<file path="config.mk">
export PLATFORM = sky130hd
export DESIGN_NAME = rifs_top
export DESIGN_NICKNAME = d
export VERILOG_FILES = /design/src/design/rifs_pkg.sv /design/src/design/rifs_holdoff.sv /design/src/design/rifs_input_mon.sv /design/src/design/rifs_top.sv
export SDC_FILE = /design/constraint.sdc
export NUM_CORES = 1
export LEC_CHECK = 0
export BUFFER_PORTS_ARGS = -buffer_cell sky130_fd_sc_hd__clkbuf_2
export CAP_MARGIN = 15
export CORE_MARGIN = 3
export CORE_UTILIZATION = 52
export DETAILED_ROUTE_END_ITERATION = 16
export HOLD_SLACK_MARGIN = 0.08
export PLACE_DENSITY = 0.81
export SLEW_MARGIN = 10
export SYNTH_ARGS = -nofsm -noshare
export SYNTH_HDL_FRONTEND = slang
export SYNTH_HIERARCHICAL = 1
export SYNTH_SLANG_ARGS = --single-unit
</file>
<file path="constraint.sdc">
create_clock -name CORE_CLK -period 3.2 [get_ports CORE_CLK]
set_clock_uncertainty 0.15 [all_clocks]
set_input_delay 0.16 -clock CORE_CLK [delete_from_list [all_inputs] [get_ports CORE_CLK]]
set_output_delay 0.16 -clock CORE_CLK [all_outputs]
set_load 0.03 [all_outputs]
</file>
<file path="src/design/rifs_pkg.sv">
// rifs_pkg: constants, register map and carrier types of the reference
// input selector; assumes a single 50 MHz core clock domain.
package rifs_pkg;

  // register byte offsets on the bus
  localparam logic [11:0] RIFS_OFS_CTRL = 12'h000;
  localparam logic [11:0] RIFS_OFS_PRIO = 12'h004;
  localparam logic [11:0] RIFS_OFS_HOLDOFF = 12'h008;
  localparam logic [11:0] RIFS_OFS_REVAL = 12'h00c;
  localparam logic [11:0] RIFS_OFS_STATUS = 12'h010;

  // status register field positions
  localparam int RIFS_ST_LOS0 = 0;
  localparam int RIFS_ST_LOS1 = 1;
  localparam int RIFS_ST_SEL = 2;
  localparam int RIFS_ST_HOLD = 3;
  localparam int RIFS_ST_LIVE = 4;
  localparam int RIFS_ST_STICKY = 5;

  // values after reset
  localparam logic [1:0] RIFS_RST_MODE = 2'h0;
  localparam logic [1:0] RIFS_RST_MANUAL = 2'h0;
  localparam logic [1:0] RIFS_RST_PRIO0 = 2'h3;
  localparam logic [1:0] RIFS_RST_PRIO1 = 2'h2;
  localparam logic [7:0] RIFS_RST_HO_COUNT = 8'h80;
  localparam logic [1:0] RIFS_RST_HO_PRESCALE = 2'h2;
  localparam logic [1:0] RIFS_RST_RV_CODE = 2'h2;

  // re-validation lengths in counted units (one unit is one or four periods)
  localparam logic [6:0] RIFS_RV_LEN0 = 7'h02;
  localparam logic [6:0] RIFS_RV_LEN1 = 7'h10;
  localparam logic [6:0] RIFS_RV_LEN2 = 7'h20;
  localparam logic [6:0] RIFS_RV_LEN3 = 7'h40;
  localparam logic [1:0] RIFS_RV_DIV4_LAST = 2'h3;

  // missing-edge window of an input, in core cycles
  localparam int RIFS_LOS_TIMEOUT_CYC = 64;
  localparam int RIFS_HO_STEP_W = 20;

  typedef enum logic [1:0] {
    RIFS_MODE_MANUAL = 2'b00,
    RIFS_MODE_AUTO = 2'b01,
    RIFS_MODE_SHORT_HOLD = 2'b10,
    RIFS_MODE_AUTO_HOLD = 2'b11
  } rifs_mode_t;

  // software-written configuration
  typedef struct packed {
    rifs_mode_t mode;
    logic [1:0] manual;
    logic revertive;
    logic rv_div4;
    logic mask_ref_loss;
    logic [1:0] powerdown;
    logic [1:0] prio0;
    logic [1:0] prio1;
    logic [7:0] ho_count;
    logic [1:0] ho_prescale;
    logic [1:0] rv_code;
  } rifs_cfg_t;

  // re-validation length from its code
  function automatic logic [6:0] rifs_rv_len(input logic [1:0] code);
    case (code)
      2'h0: rifs_rv_len = RIFS_RV_LEN0;
      2'h1: rifs_rv_len = RIFS_RV_LEN1;
      2'h2: rifs_rv_len = RIFS_RV_LEN2;
      default: rifs_rv_len = RIFS_RV_LEN3;
    endcase
  endfunction

endpackage

</file>
<file path="src/design/rifs_holdoff.sv">
// rifs_holdoff: hold-off countdown stepped by prescaled vcxo pulses.
// assumes vcxo_pulse is a one-cycle strobe per vcxo-pll output pulse.
`timescale 1ns/100ps
`default_nettype none
module rifs_holdoff
  import rifs_pkg::*;
(
  input wire logic clk,
  input wire logic rst,
  input wire logic run,
  input wire logic vcxo_pulse,
  input wire logic [RIFS_HO_STEP_W-1:0] step,
  input wire logic [7:0] count,
  output logic expired
);

  typedef struct packed {
    logic [RIFS_HO_STEP_W-1:0] pre;
    logic [7:0] cnt;
    logic exp;
  } rifs_ho_st_t;

  rifs_ho_st_t q, d;

  // idle keeps the counter loaded so a new loss starts a full period
  always_comb
  begin
    d = q;
    d.exp = 1'b0;
    if (!run)
    begin
      d.pre = '0;
      d.cnt = count;
    end
    else if (vcxo_pulse)
    begin
      d.pre = q.pre + 1'b1;
      if (q.pre >= step - 1'b1)
      begin
        d.pre = '0; // RULE7
        if (q.cnt <= 8'h01)
        begin
          d.exp = 1'b1; // RULE6
          d.cnt = count; // RULE8
        end
        else
          d.cnt = q.cnt - 8'h01;
      end
    end
  end

  always_ff @(posedge clk)
  begin
    if (rst)
      q <= '{pre: '0, cnt: RIFS_RST_HO_COUNT, exp: 1'b0};
    else
      q <= d;
  end

  assign expired = q.exp;

endmodule
`default_nettype wire

</file>
<file path="src/design/rifs_input_mon.sv">
// rifs_input_mon: activity monitor and re-validation counter of one input.
// assumes edge_seen is a one-cycle strobe per input edge, synchronous.
`timescale 1ns/100ps
`default_nettype none
module rifs_input_mon
  import rifs_pkg::*;
#(
  parameter int TIMEOUT = RIFS_LOS_TIMEOUT_CYC
)
(
  input wire logic clk,
  input wire logic rst,
  input wire logic edge_seen,
  input wire logic enable,
  input wire logic div4,
  input wire logic [1:0] rv_code,
  output logic los,
  output logic revalidated
);

  typedef struct packed {
    logic [15:0] gap;
    logic [6:0] rv;
    logic [1:0] div;
    logic los;
    logic rv_done;
  } rifs_mon_st_t;

  rifs_mon_st_t q, d;

  // period watch and countdown; a disabled input counts as lost
  always_comb
  begin
    d = q;
    d.rv_done = 1'b0;
    if (!enable)
    begin
      d.gap = '0;
      d.div = '0;
      d.los = 1'b1;
      d.rv = rifs_rv_len(rv_code);
    end
    else if (edge_seen)
    begin
      d.gap = '0;
      if (q.los)
      begin
        // divide by four groups periods for fast inputs (RULE21)
        d.div = q.div + 2'h1;
        if (!div4 || q.div == RIFS_RV_DIV4_LAST)
        begin
          d.div = '0;
          d.rv = q.rv - 7'h01; // RULE10
          if (q.rv <= 7'h01)
          begin
            d.los = 1'b0; // RULE12
            d.rv_done = 1'b1;
          end
        end
      end
    end
    else if (q.gap == 16'(TIMEOUT - 1))
    begin
      // an empty period: flag loss, or restart the countdown
      d.gap = '0;
      d.div = '0;
      d.los = 1'b1;
      d.rv = rifs_rv_len(rv_code); // RULE10 RULE11 RULE13 RULE14
    end
    else
      d.gap = q.gap + 16'h0001;
  end

  always_ff @(posedge clk)
  begin
    if (rst)
      q <= '{gap: '0, rv: RIFS_RV_LEN2, div: '0, los: 1'b1, rv_done: 1'b0};
    else
      q <= d;
  end

  assign los = q.los;
  assign revalidated = q.rv_done;

endmodule
`default_nettype wire

</file>
<file path="src/design/rifs_top.sv">
// rifs_top: reference input selection and fail-over for the first-stage pll,
// with an ahb-lite register slave. assumes all inputs synchronous to
// CORE_CLK and edge/pulse inputs one cycle wide.
// Summary of operation
// (RULE1) mode code: manual, auto, short holdover, auto-holdover
// (RULE2) manual modes take reference from manual choice
// (RULE3) auto modes select by loss flags, priorities
// (RULE4) auto modes ignore the manual choice field
// (RULE5) manual choice 00 input0, 01 input1
// (RULE6) auto-holdover: countdown after loss, switch at zero
// (RULE7) step is prescaled vcxo pulses; period count times step
// (RULE8) counter reloads from setting after each zero
// (RULE9) hold-off count resets 0x80, prescale code 10
// (RULE10) loss loads re-validation count; valid periods decrement
// (RULE11) missing period reloads re-validation countdown
// (RULE12) countdown done clears that input's loss flag
// (RULE13) undivided codes need 2, 16, 32, 64 periods
// (RULE14) divided codes need 8, 64, 128, 256 periods
// (RULE15) powerdown bit 1 disables input, 0 enables
// (RULE16) software powers down unused inputs in manual modes
// (RULE17) unlock flags include selected reference loss unless masked
// (RULE18) mask also keeps reference loss off lock pin
// (RULE19) higher priority wins; ties go to input0
// (RULE20) revertive: reselect only to higher-priority re-validated input
// (RULE21) re-validation prescale divides by one or four
// (RULE22) auto without holdover switches immediately on loss
// (RULE23) short holdover keeps manual choice, holds pll control
`timescale 1ns/100ps
`default_nettype none
module rifs_top
  import rifs_pkg::*;
#(
  parameter int HO_STEP_00 = 32768,
  parameter int HO_STEP_01 = 65536,
  parameter int HO_STEP_10 = 131072,
  parameter int HO_STEP_11 = 262144,
  parameter int LOS_TIMEOUT = RIFS_LOS_TIMEOUT_CYC
)
(
  input wire logic CORE_CLK,
  input wire logic RST,
  input wire logic HSEL,
  input wire logic [31:0] HADDR,
  input wire logic [1:0] HTRANS,
  input wire logic HWRITE,
  input wire logic [2:0] HSIZE,
  input wire logic [31:0] HWDATA,
  input wire logic HREADY,
  output logic [31:0] HRDATA,
  output logic HREADYOUT,
  output logic HRESP,
  input wire logic [1:0] REF_EDGE,
  input wire logic VCXO_PULSE,
  input wire logic PLL_UNLOCK,
  output logic REF_SELECT,
  output logic PLL_HOLDOVER,
  output logic [1:0] INPUT_POWERDOWN,
  output logic [1:0] INPUT_LOS,
  output logic LIVE_PLL1_UNLOCK,
  output logic STICKY_PLL1_UNLOCK,
  output logic LOCK
);

  typedef struct packed {
    rifs_cfg_t cfg;
    logic wr_pend;
    logic [11:0] addr;
    logic [31:0] rdata;
    logic sel;
    logic hold;
    logic live;
    logic sticky;
    logic lock;
  } rifs_top_st_t;

  rifs_top_st_t q, d;
  logic [1:0] los;
  logic [1:0] reval;
  logic ho_run;
  logic ho_expired;
  logic [RIFS_HO_STEP_W-1:0] ho_step;

  // best usable input: higher priority first, input0 on a tie
  function automatic logic best_input(input logic [1:0] l,
    input logic [1:0] p0, input logic [1:0] p1, input logic cur);
    if (!l[0] && !l[1])
      best_input = (p1 > p0); // RULE19
    else if (!l[0])
      best_input = 1'b0;
    else if (!l[1])
      best_input = 1'b1;
    else
      best_input = cur;
  endfunction

  // priority of one input
  function automatic logic [1:0] prio_of(input rifs_cfg_t c,
    input logic i);
    prio_of = i ? c.prio1 : c.prio0;
  endfunction

  // register read decode; unmapped addresses read zero
  function automatic logic [31:0] read_reg(input rifs_top_st_t s,
    input logic [11:0] a, input logic [1:0] l);
    read_reg = '0;
    case (a)
      RIFS_OFS_CTRL:
        read_reg[8:0] = {s.cfg.powerdown[1], s.cfg.powerdown[0],
          s.cfg.mask_ref_loss, s.cfg.rv_div4, s.cfg.revertive,
          s.cfg.manual, s.cfg.mode};
      RIFS_OFS_PRIO:
        read_reg[3:0] = {s.cfg.prio1, s.cfg.prio0};
      RIFS_OFS_HOLDOFF:
        read_reg[9:0] = {s.cfg.ho_prescale, s.cfg.ho_count};
      RIFS_OFS_REVAL:
        read_reg[1:0] = s.cfg.rv_code;
      RIFS_OFS_STATUS:
      begin
        read_reg[RIFS_ST_LOS0] = l[0];
        read_reg[RIFS_ST_LOS1] = l[1];
        read_reg[RIFS_ST_SEL] = s.sel;
        read_reg[RIFS_ST_HOLD] = s.hold;
        read_reg[RIFS_ST_LIVE] = s.live;
        read_reg[RIFS_ST_STICKY] = s.sticky;
      end
      default: read_reg = '0;
    endcase
  endfunction

  // one monitor per reference input
  genvar gi;
  generate
    for (gi = 0; gi < 2; gi++)
    begin : g_mon
      rifs_input_mon #(
        .TIMEOUT(LOS_TIMEOUT)
      ) u_mon (
        .clk(CORE_CLK),
        .rst(RST),
        .edge_seen(REF_EDGE[gi]),
        .enable(!q.cfg.powerdown[gi]), // RULE15
        .div4(q.cfg.rv_div4), // RULE21
        .rv_code(q.cfg.rv_code),
        .los(los[gi]),
        .revalidated(reval[gi])
      );
    end
  endgenerate

  // step length from the prescale code; long counts stay parameters
  always_comb
  begin
    case (q.cfg.ho_prescale)
      2'h0: ho_step = RIFS_HO_STEP_W'(HO_STEP_00);
      2'h1: ho_step = RIFS_HO_STEP_W'(HO_STEP_01);
      2'h2: ho_step = RIFS_HO_STEP_W'(HO_STEP_10); // RULE9
      default: ho_step = RIFS_HO_STEP_W'(HO_STEP_11);
    endcase
  end

  // hold-off only runs while the chosen input is lost in auto-holdover
  assign ho_run = (q.cfg.mode == RIFS_MODE_AUTO_HOLD) && los[q.sel]; // RULE6

  rifs_holdoff u_holdoff (
    .clk(CORE_CLK),
    .rst(RST),
    .run(ho_run),
    .vcxo_pulse(VCXO_PULSE),
    .step(ho_step),
    .count(q.cfg.ho_count),
    .expired(ho_expired)
  );

  // bus slave, selection and lock reporting
  always_comb
  begin
    logic cand;
    logic accept;
    logic cur_lost;
    cand = 1'b0;
    accept = 1'b0;
    cur_lost = 1'b0;
    d = q;

    // zero wait states: read data is fetched during the address phase,
    // so a read must not directly follow a write in its data phase
    accept = HSEL && HTRANS[1] && HREADY;
    d.wr_pend = accept && HWRITE;
    if (accept)
      d.addr = HADDR[11:0];
    if (accept && !HWRITE)
      d.rdata = read_reg(q, HADDR[11:0], los);

    // write data phase
    if (q.wr_pend)
    begin
      case (q.addr)
        RIFS_OFS_CTRL:
        begin
          d.cfg.mode = rifs_mode_t'(HWDATA[1:0]); // RULE1
          d.cfg.manual = HWDATA[3:2];
          d.cfg.revertive = HWDATA[4];
          d.cfg.rv_div4 = HWDATA[5];
          d.cfg.mask_ref_loss = HWDATA[6];
          d.cfg.powerdown = HWDATA[8:7];
        end
        RIFS_OFS_PRIO:
        begin
          d.cfg.prio0 = HWDATA[1:0];
          d.cfg.prio1 = HWDATA[3:2];
        end
        RIFS_OFS_HOLDOFF:
        begin
          d.cfg.ho_count = HWDATA[7:0];
          d.cfg.ho_prescale = HWDATA[9:8];
        end
        RIFS_OFS_REVAL:
          d.cfg.rv_code = HWDATA[1:0];
        default:
          d.cfg = q.cfg;
      endcase
    end

    // reference choice per mode
    cand = best_input(los, q.cfg.prio0, q.cfg.prio1, q.sel); // RULE3
    cur_lost = los[q.sel];
    d.hold = 1'b0;
    case (q.cfg.mode)
      RIFS_MODE_MANUAL:
        d.sel = q.cfg.manual[0]; // RULE2 RULE5
      RIFS_MODE_SHORT_HOLD:
      begin
        d.sel = q.cfg.manual[0]; // RULE2 RULE5
        d.hold = los[q.cfg.manual[0]]; // RULE23
      end
      RIFS_MODE_AUTO:
      begin
        // manual choice is not looked at here (RULE4)
        if (cur_lost)
          d.sel = cand; // RULE22
        else if (q.cfg.revertive && reval[!q.sel] && cand != q.sel &&
          prio_of(q.cfg, cand) > prio_of(q.cfg, q.sel))
          d.sel = cand; // RULE20
      end
      RIFS_MODE_AUTO_HOLD:
      begin
        d.hold = cur_lost;
        if (ho_expired)
          d.sel = cand; // RULE6
        else if (!cur_lost && q.cfg.revertive && reval[!q.sel] &&
          cand != q.sel && prio_of(q.cfg, cand) > prio_of(q.cfg, q.sel))
          d.sel = cand; // RULE20
      end
      default:
        d.sel = q.sel;
    endcase

    // lock reporting, reference loss optionally masked
    d.live = PLL_UNLOCK || (!q.cfg.mask_ref_loss && cur_lost); // RULE17
    d.lock = !(PLL_UNLOCK || (!q.cfg.mask_ref_loss && cur_lost)); // RULE18
    // sticky flag: write one clears, a new unlock in the same cycle wins
    d.sticky = q.sticky;
    if (q.wr_pend && q.addr == RIFS_OFS_STATUS && HWDATA[RIFS_ST_STICKY])
      d.sticky = 1'b0;
    if (d.live)
      d.sticky = 1'b1; // RULE17
  end

  always_ff @(posedge CORE_CLK)
  begin
    if (RST)
    begin
      q <= '0;
      q.cfg.mode <= rifs_mode_t'(RIFS_RST_MODE);
      q.cfg.manual <= RIFS_RST_MANUAL;
      q.cfg.prio0 <= RIFS_RST_PRIO0;
      q.cfg.prio1 <= RIFS_RST_PRIO1;
      q.cfg.ho_count <= RIFS_RST_HO_COUNT; // RULE9
      q.cfg.ho_prescale <= RIFS_RST_HO_PRESCALE; // RULE9
      q.cfg.rv_code <= RIFS_RST_RV_CODE; // RULE13
    end
    else
      q <= d;
  end

  assign HRDATA = q.rdata;
  assign HREADYOUT = 1'b1;
  assign HRESP = 1'b0;
  assign REF_SELECT = q.sel;
  assign PLL_HOLDOVER = q.hold;
  assign INPUT_POWERDOWN = q.cfg.powerdown;
  assign INPUT_LOS = los;
  assign LIVE_PLL1_UNLOCK = q.live;
  assign STICKY_PLL1_UNLOCK = q.sticky;
  assign LOCK = q.lock;

endmodule
`default_nettype wire

</file>
==> metrics <==
Max Fanout on Critical Path=8; critical path launch point=q[53]; I/O Buffers=50; reg2reg start=q[53]; sequential element share of the synthesized area=34.4%; power per standard cell area=440 nW/um2; grt total ovfl=0; DRT antenna net count=0; CP max stage cell=or4_4; pre-CTS setup slack=-110 ps; CP cell instances=nor2b_1 -> or4_4 -> nor2_4 -> xnor2_1 -> ha_1 -> nand4_1 -> buf_4 -> inv_1 -> a22oi_2 -> and3_4 -> buf_6 -> a2111oi_4 -> a311oi_1; post-route worst setup slack=89.1 ps; CTS buffer count=17; crit path capture=u_holdoff/q[2]; commonest non-fill, non-tap cell in the layout=dfxtp_1; clock buffer depth=2; Final period util=97.2%; Critical Path End Type=flip-flop; Die Wd=129 um; core area=14700 um2; status=finished, final reports clean; Reg2Reg Capture Point=u_holdoff/q[2]; WL/cell=15.3 um; Hold WS=180 ps; CP Class=reg -> reg; P&R area growth vs syn=18.4%; Vias/cell=5.69; Static Leak=3.82 nW; Worst Max-Slew Pin Slew=900 ps; Sink Count=136; RePlAce Congestion=0.879; Die Area=16700 um2; Initial Util=53.8%; std cell rows=44; first-pass GRT wire length=29900 um; Ys Warns=6; largest net degree at the start of global routing=39; first-pass iteration count of the detailed router=6; CTS tree=yes; post-synthesis area per instance=8.42 um2; Post-DP Area=8350 um2; Seq cells post-synth=136; Post-Syn Instances=939; Clock Latency Late Sink=440 ps; DRC=0; Rel. slew slack=40.0%; ys async rst share=0%; final hold violations=0; IO Pins=121; H-tree Lvls=4; register-to-register path setup slack=90 ps; Root Driver=clkbuf_16; CP peak stage delay=550 ps; CTS clk-pin slew, worst paths=70 ps; crit start category=flip-flop; CP Depth=13; worst path arrival time=3260 ps; setup violators final=0; nets@finish=1170; fin. max-slew vios=0; WL final=19200 um; HPWL Detailed=12600 um; share of cells above drive strength 1=14.1%; VDD IR max=416 uV; Post-Syn Area=7910 um2; Finished Layout Cells=1254; CP required=3350 ps; Starting DRT DRC Count=653; commonest non-fill, non-tap cells in the layout=dfxtp_1, nor2_1, nand2_1; R2R depth=13; Max-Cap Viols=0; vias in the first global route=6346; Hold Crit Class=in -> reg; placed cells=1192; Die Ht=129 um; Setup TNS=0 ps; synth unique cells=74; minimum clock period after layout=3110 ps; Buffers & Inverters on Critical Path=3; Post-Layout Inst Area=9370 um2; Main synth FF type=dfxtp_1; number of flops mapped to enable cells by yosys=0; gr usage total=22.1%; vias after detailed routing=7136; RSZ-0062 raised after global routing=yes; Fmax=321 MHz; CP top delay family=simple AND/OR/NAND/NOR gates; initial antenna violation count=0
## worst min-delay path by stage
stage                           from  cells after the start              to
after global placement    PLL_UNLOCK                      2            LOCK
after floorplan                  RST                      1  u_holdoff/q[4]
after CTS                  HTRANS[1]                      3           q[49]
after detailed placement  PLL_UNLOCK                      2            LOCK
after global routing       HTRANS[1]                      4           q[44]
final                      HTRANS[1]                      4           q[39]
## metal layers
metal	share of wire (%)	up-vias	GRT usage, %
met5	0	-	0
met1	42	3343	27.4
met3	5.8	49	5.56
li1	-	3509	-
met4	2.5	0	8.46
met2	49	235	37.1
## state kept, by name, summed over array words and instances, names as in the netlist
signal	count
g_mon.u_mon/revalidated	2
q	36
PLL_HOLDOVER	1
REF_SELECT	1
LOCK	1
INPUT_POWERDOWN	2
HRDATA	10
u_holdoff/expired	1
g_mon.u_mon/los	2
g_mon.u_mon/q	50
STICKY_PLL1_UNLOCK	1
LIVE_PLL1_UNLOCK	1
u_holdoff/q	28
## power by group
group          internal [mW]  total (mW)  switching (mW)
Clock                   1.21        1.97           0.764
Sequential              1.73        1.76          0.0307
Combinational          0.148       0.393           0.245
Total                   3.08        4.12            1.04
## synth_stat cells (7+ instances only)
master,number,share of area [%]
nand3b_1,8,0.76
nand3_1,30,1.9
ha_1,36,5.7
a211oi_1,9,0.85
clkbuf_1,18,0.85
nor2_1,115,5.5
inv_1,32,1.5
nand4_1,17,1.3
mux2i_1,28,3.5
a2111oi_0,9,1.0
nand2_1,91,4.3
and2_1,7,0.55
dfxtp_1,136,34
xnor2_1,35,3.9
nor2b_1,8,0.63
a31oi_1,9,0.71
nor3b_1,10,0.95
a21oi_1,58,3.7
a311oi_1,9,1.0
o21ai_0,23,1.5
buf_4,40,3.8
nor3_1,39,2.5
and3_1,11,0.87
xor2_1,27,3.0
nand2b_1,16,1.3
nor4_1,7,0.55
## final cells by class
type                       count  area (um2)
tap                          184         230
fill                        1157        5330
clock buffer                  22         474
inverter                      33         124
timing repair buffer          95         663
sequential                   136        2720
clock inverter                10         120
multi-input combinational    773        5030
antenna                        1        2.50
## what timing repair did
item                                   CTS  global route
resized for setup                        2            28
hold buffers                            27             0
buffers inserted                         0             2
pin swaps                                1             7
setup endpoints to repair                5            29
endpoints found under the hold margin   57             0
## worst min-delay path, delay by kind of cell
family	cells	cell delay, ps
AND/OR/NAND/NOR	2	410
buffers and inverters	1	90
AO/OA/AOI/OAI	1	60
## metrics by stage
stage	util [%]	power, mW
3_5_place_dp	56.8	2.14
5_1_grt	63.7	4.25
4_1_cts	62.8	4.12
2_1_floorplan	-	2.08
3_3_place_gp	56.8	2.13
6_report	63.7	4.12
## logic make-up after synthesis
kind of cell	Yosys count	synth area share [%]
buffers and inverters	100	6.88
AND/OR/NAND/NOR	402	26.7
multiplexers	31	4.11
AO/OA/AOI/OAI	170	15.3
XOR/XNOR	62	6.86
adder cells (fa/ha/maj)	36	5.69
flip-flops	136	34.4
other	2	0.0949
No activity file was read; power rests on OpenSTA's default activity.
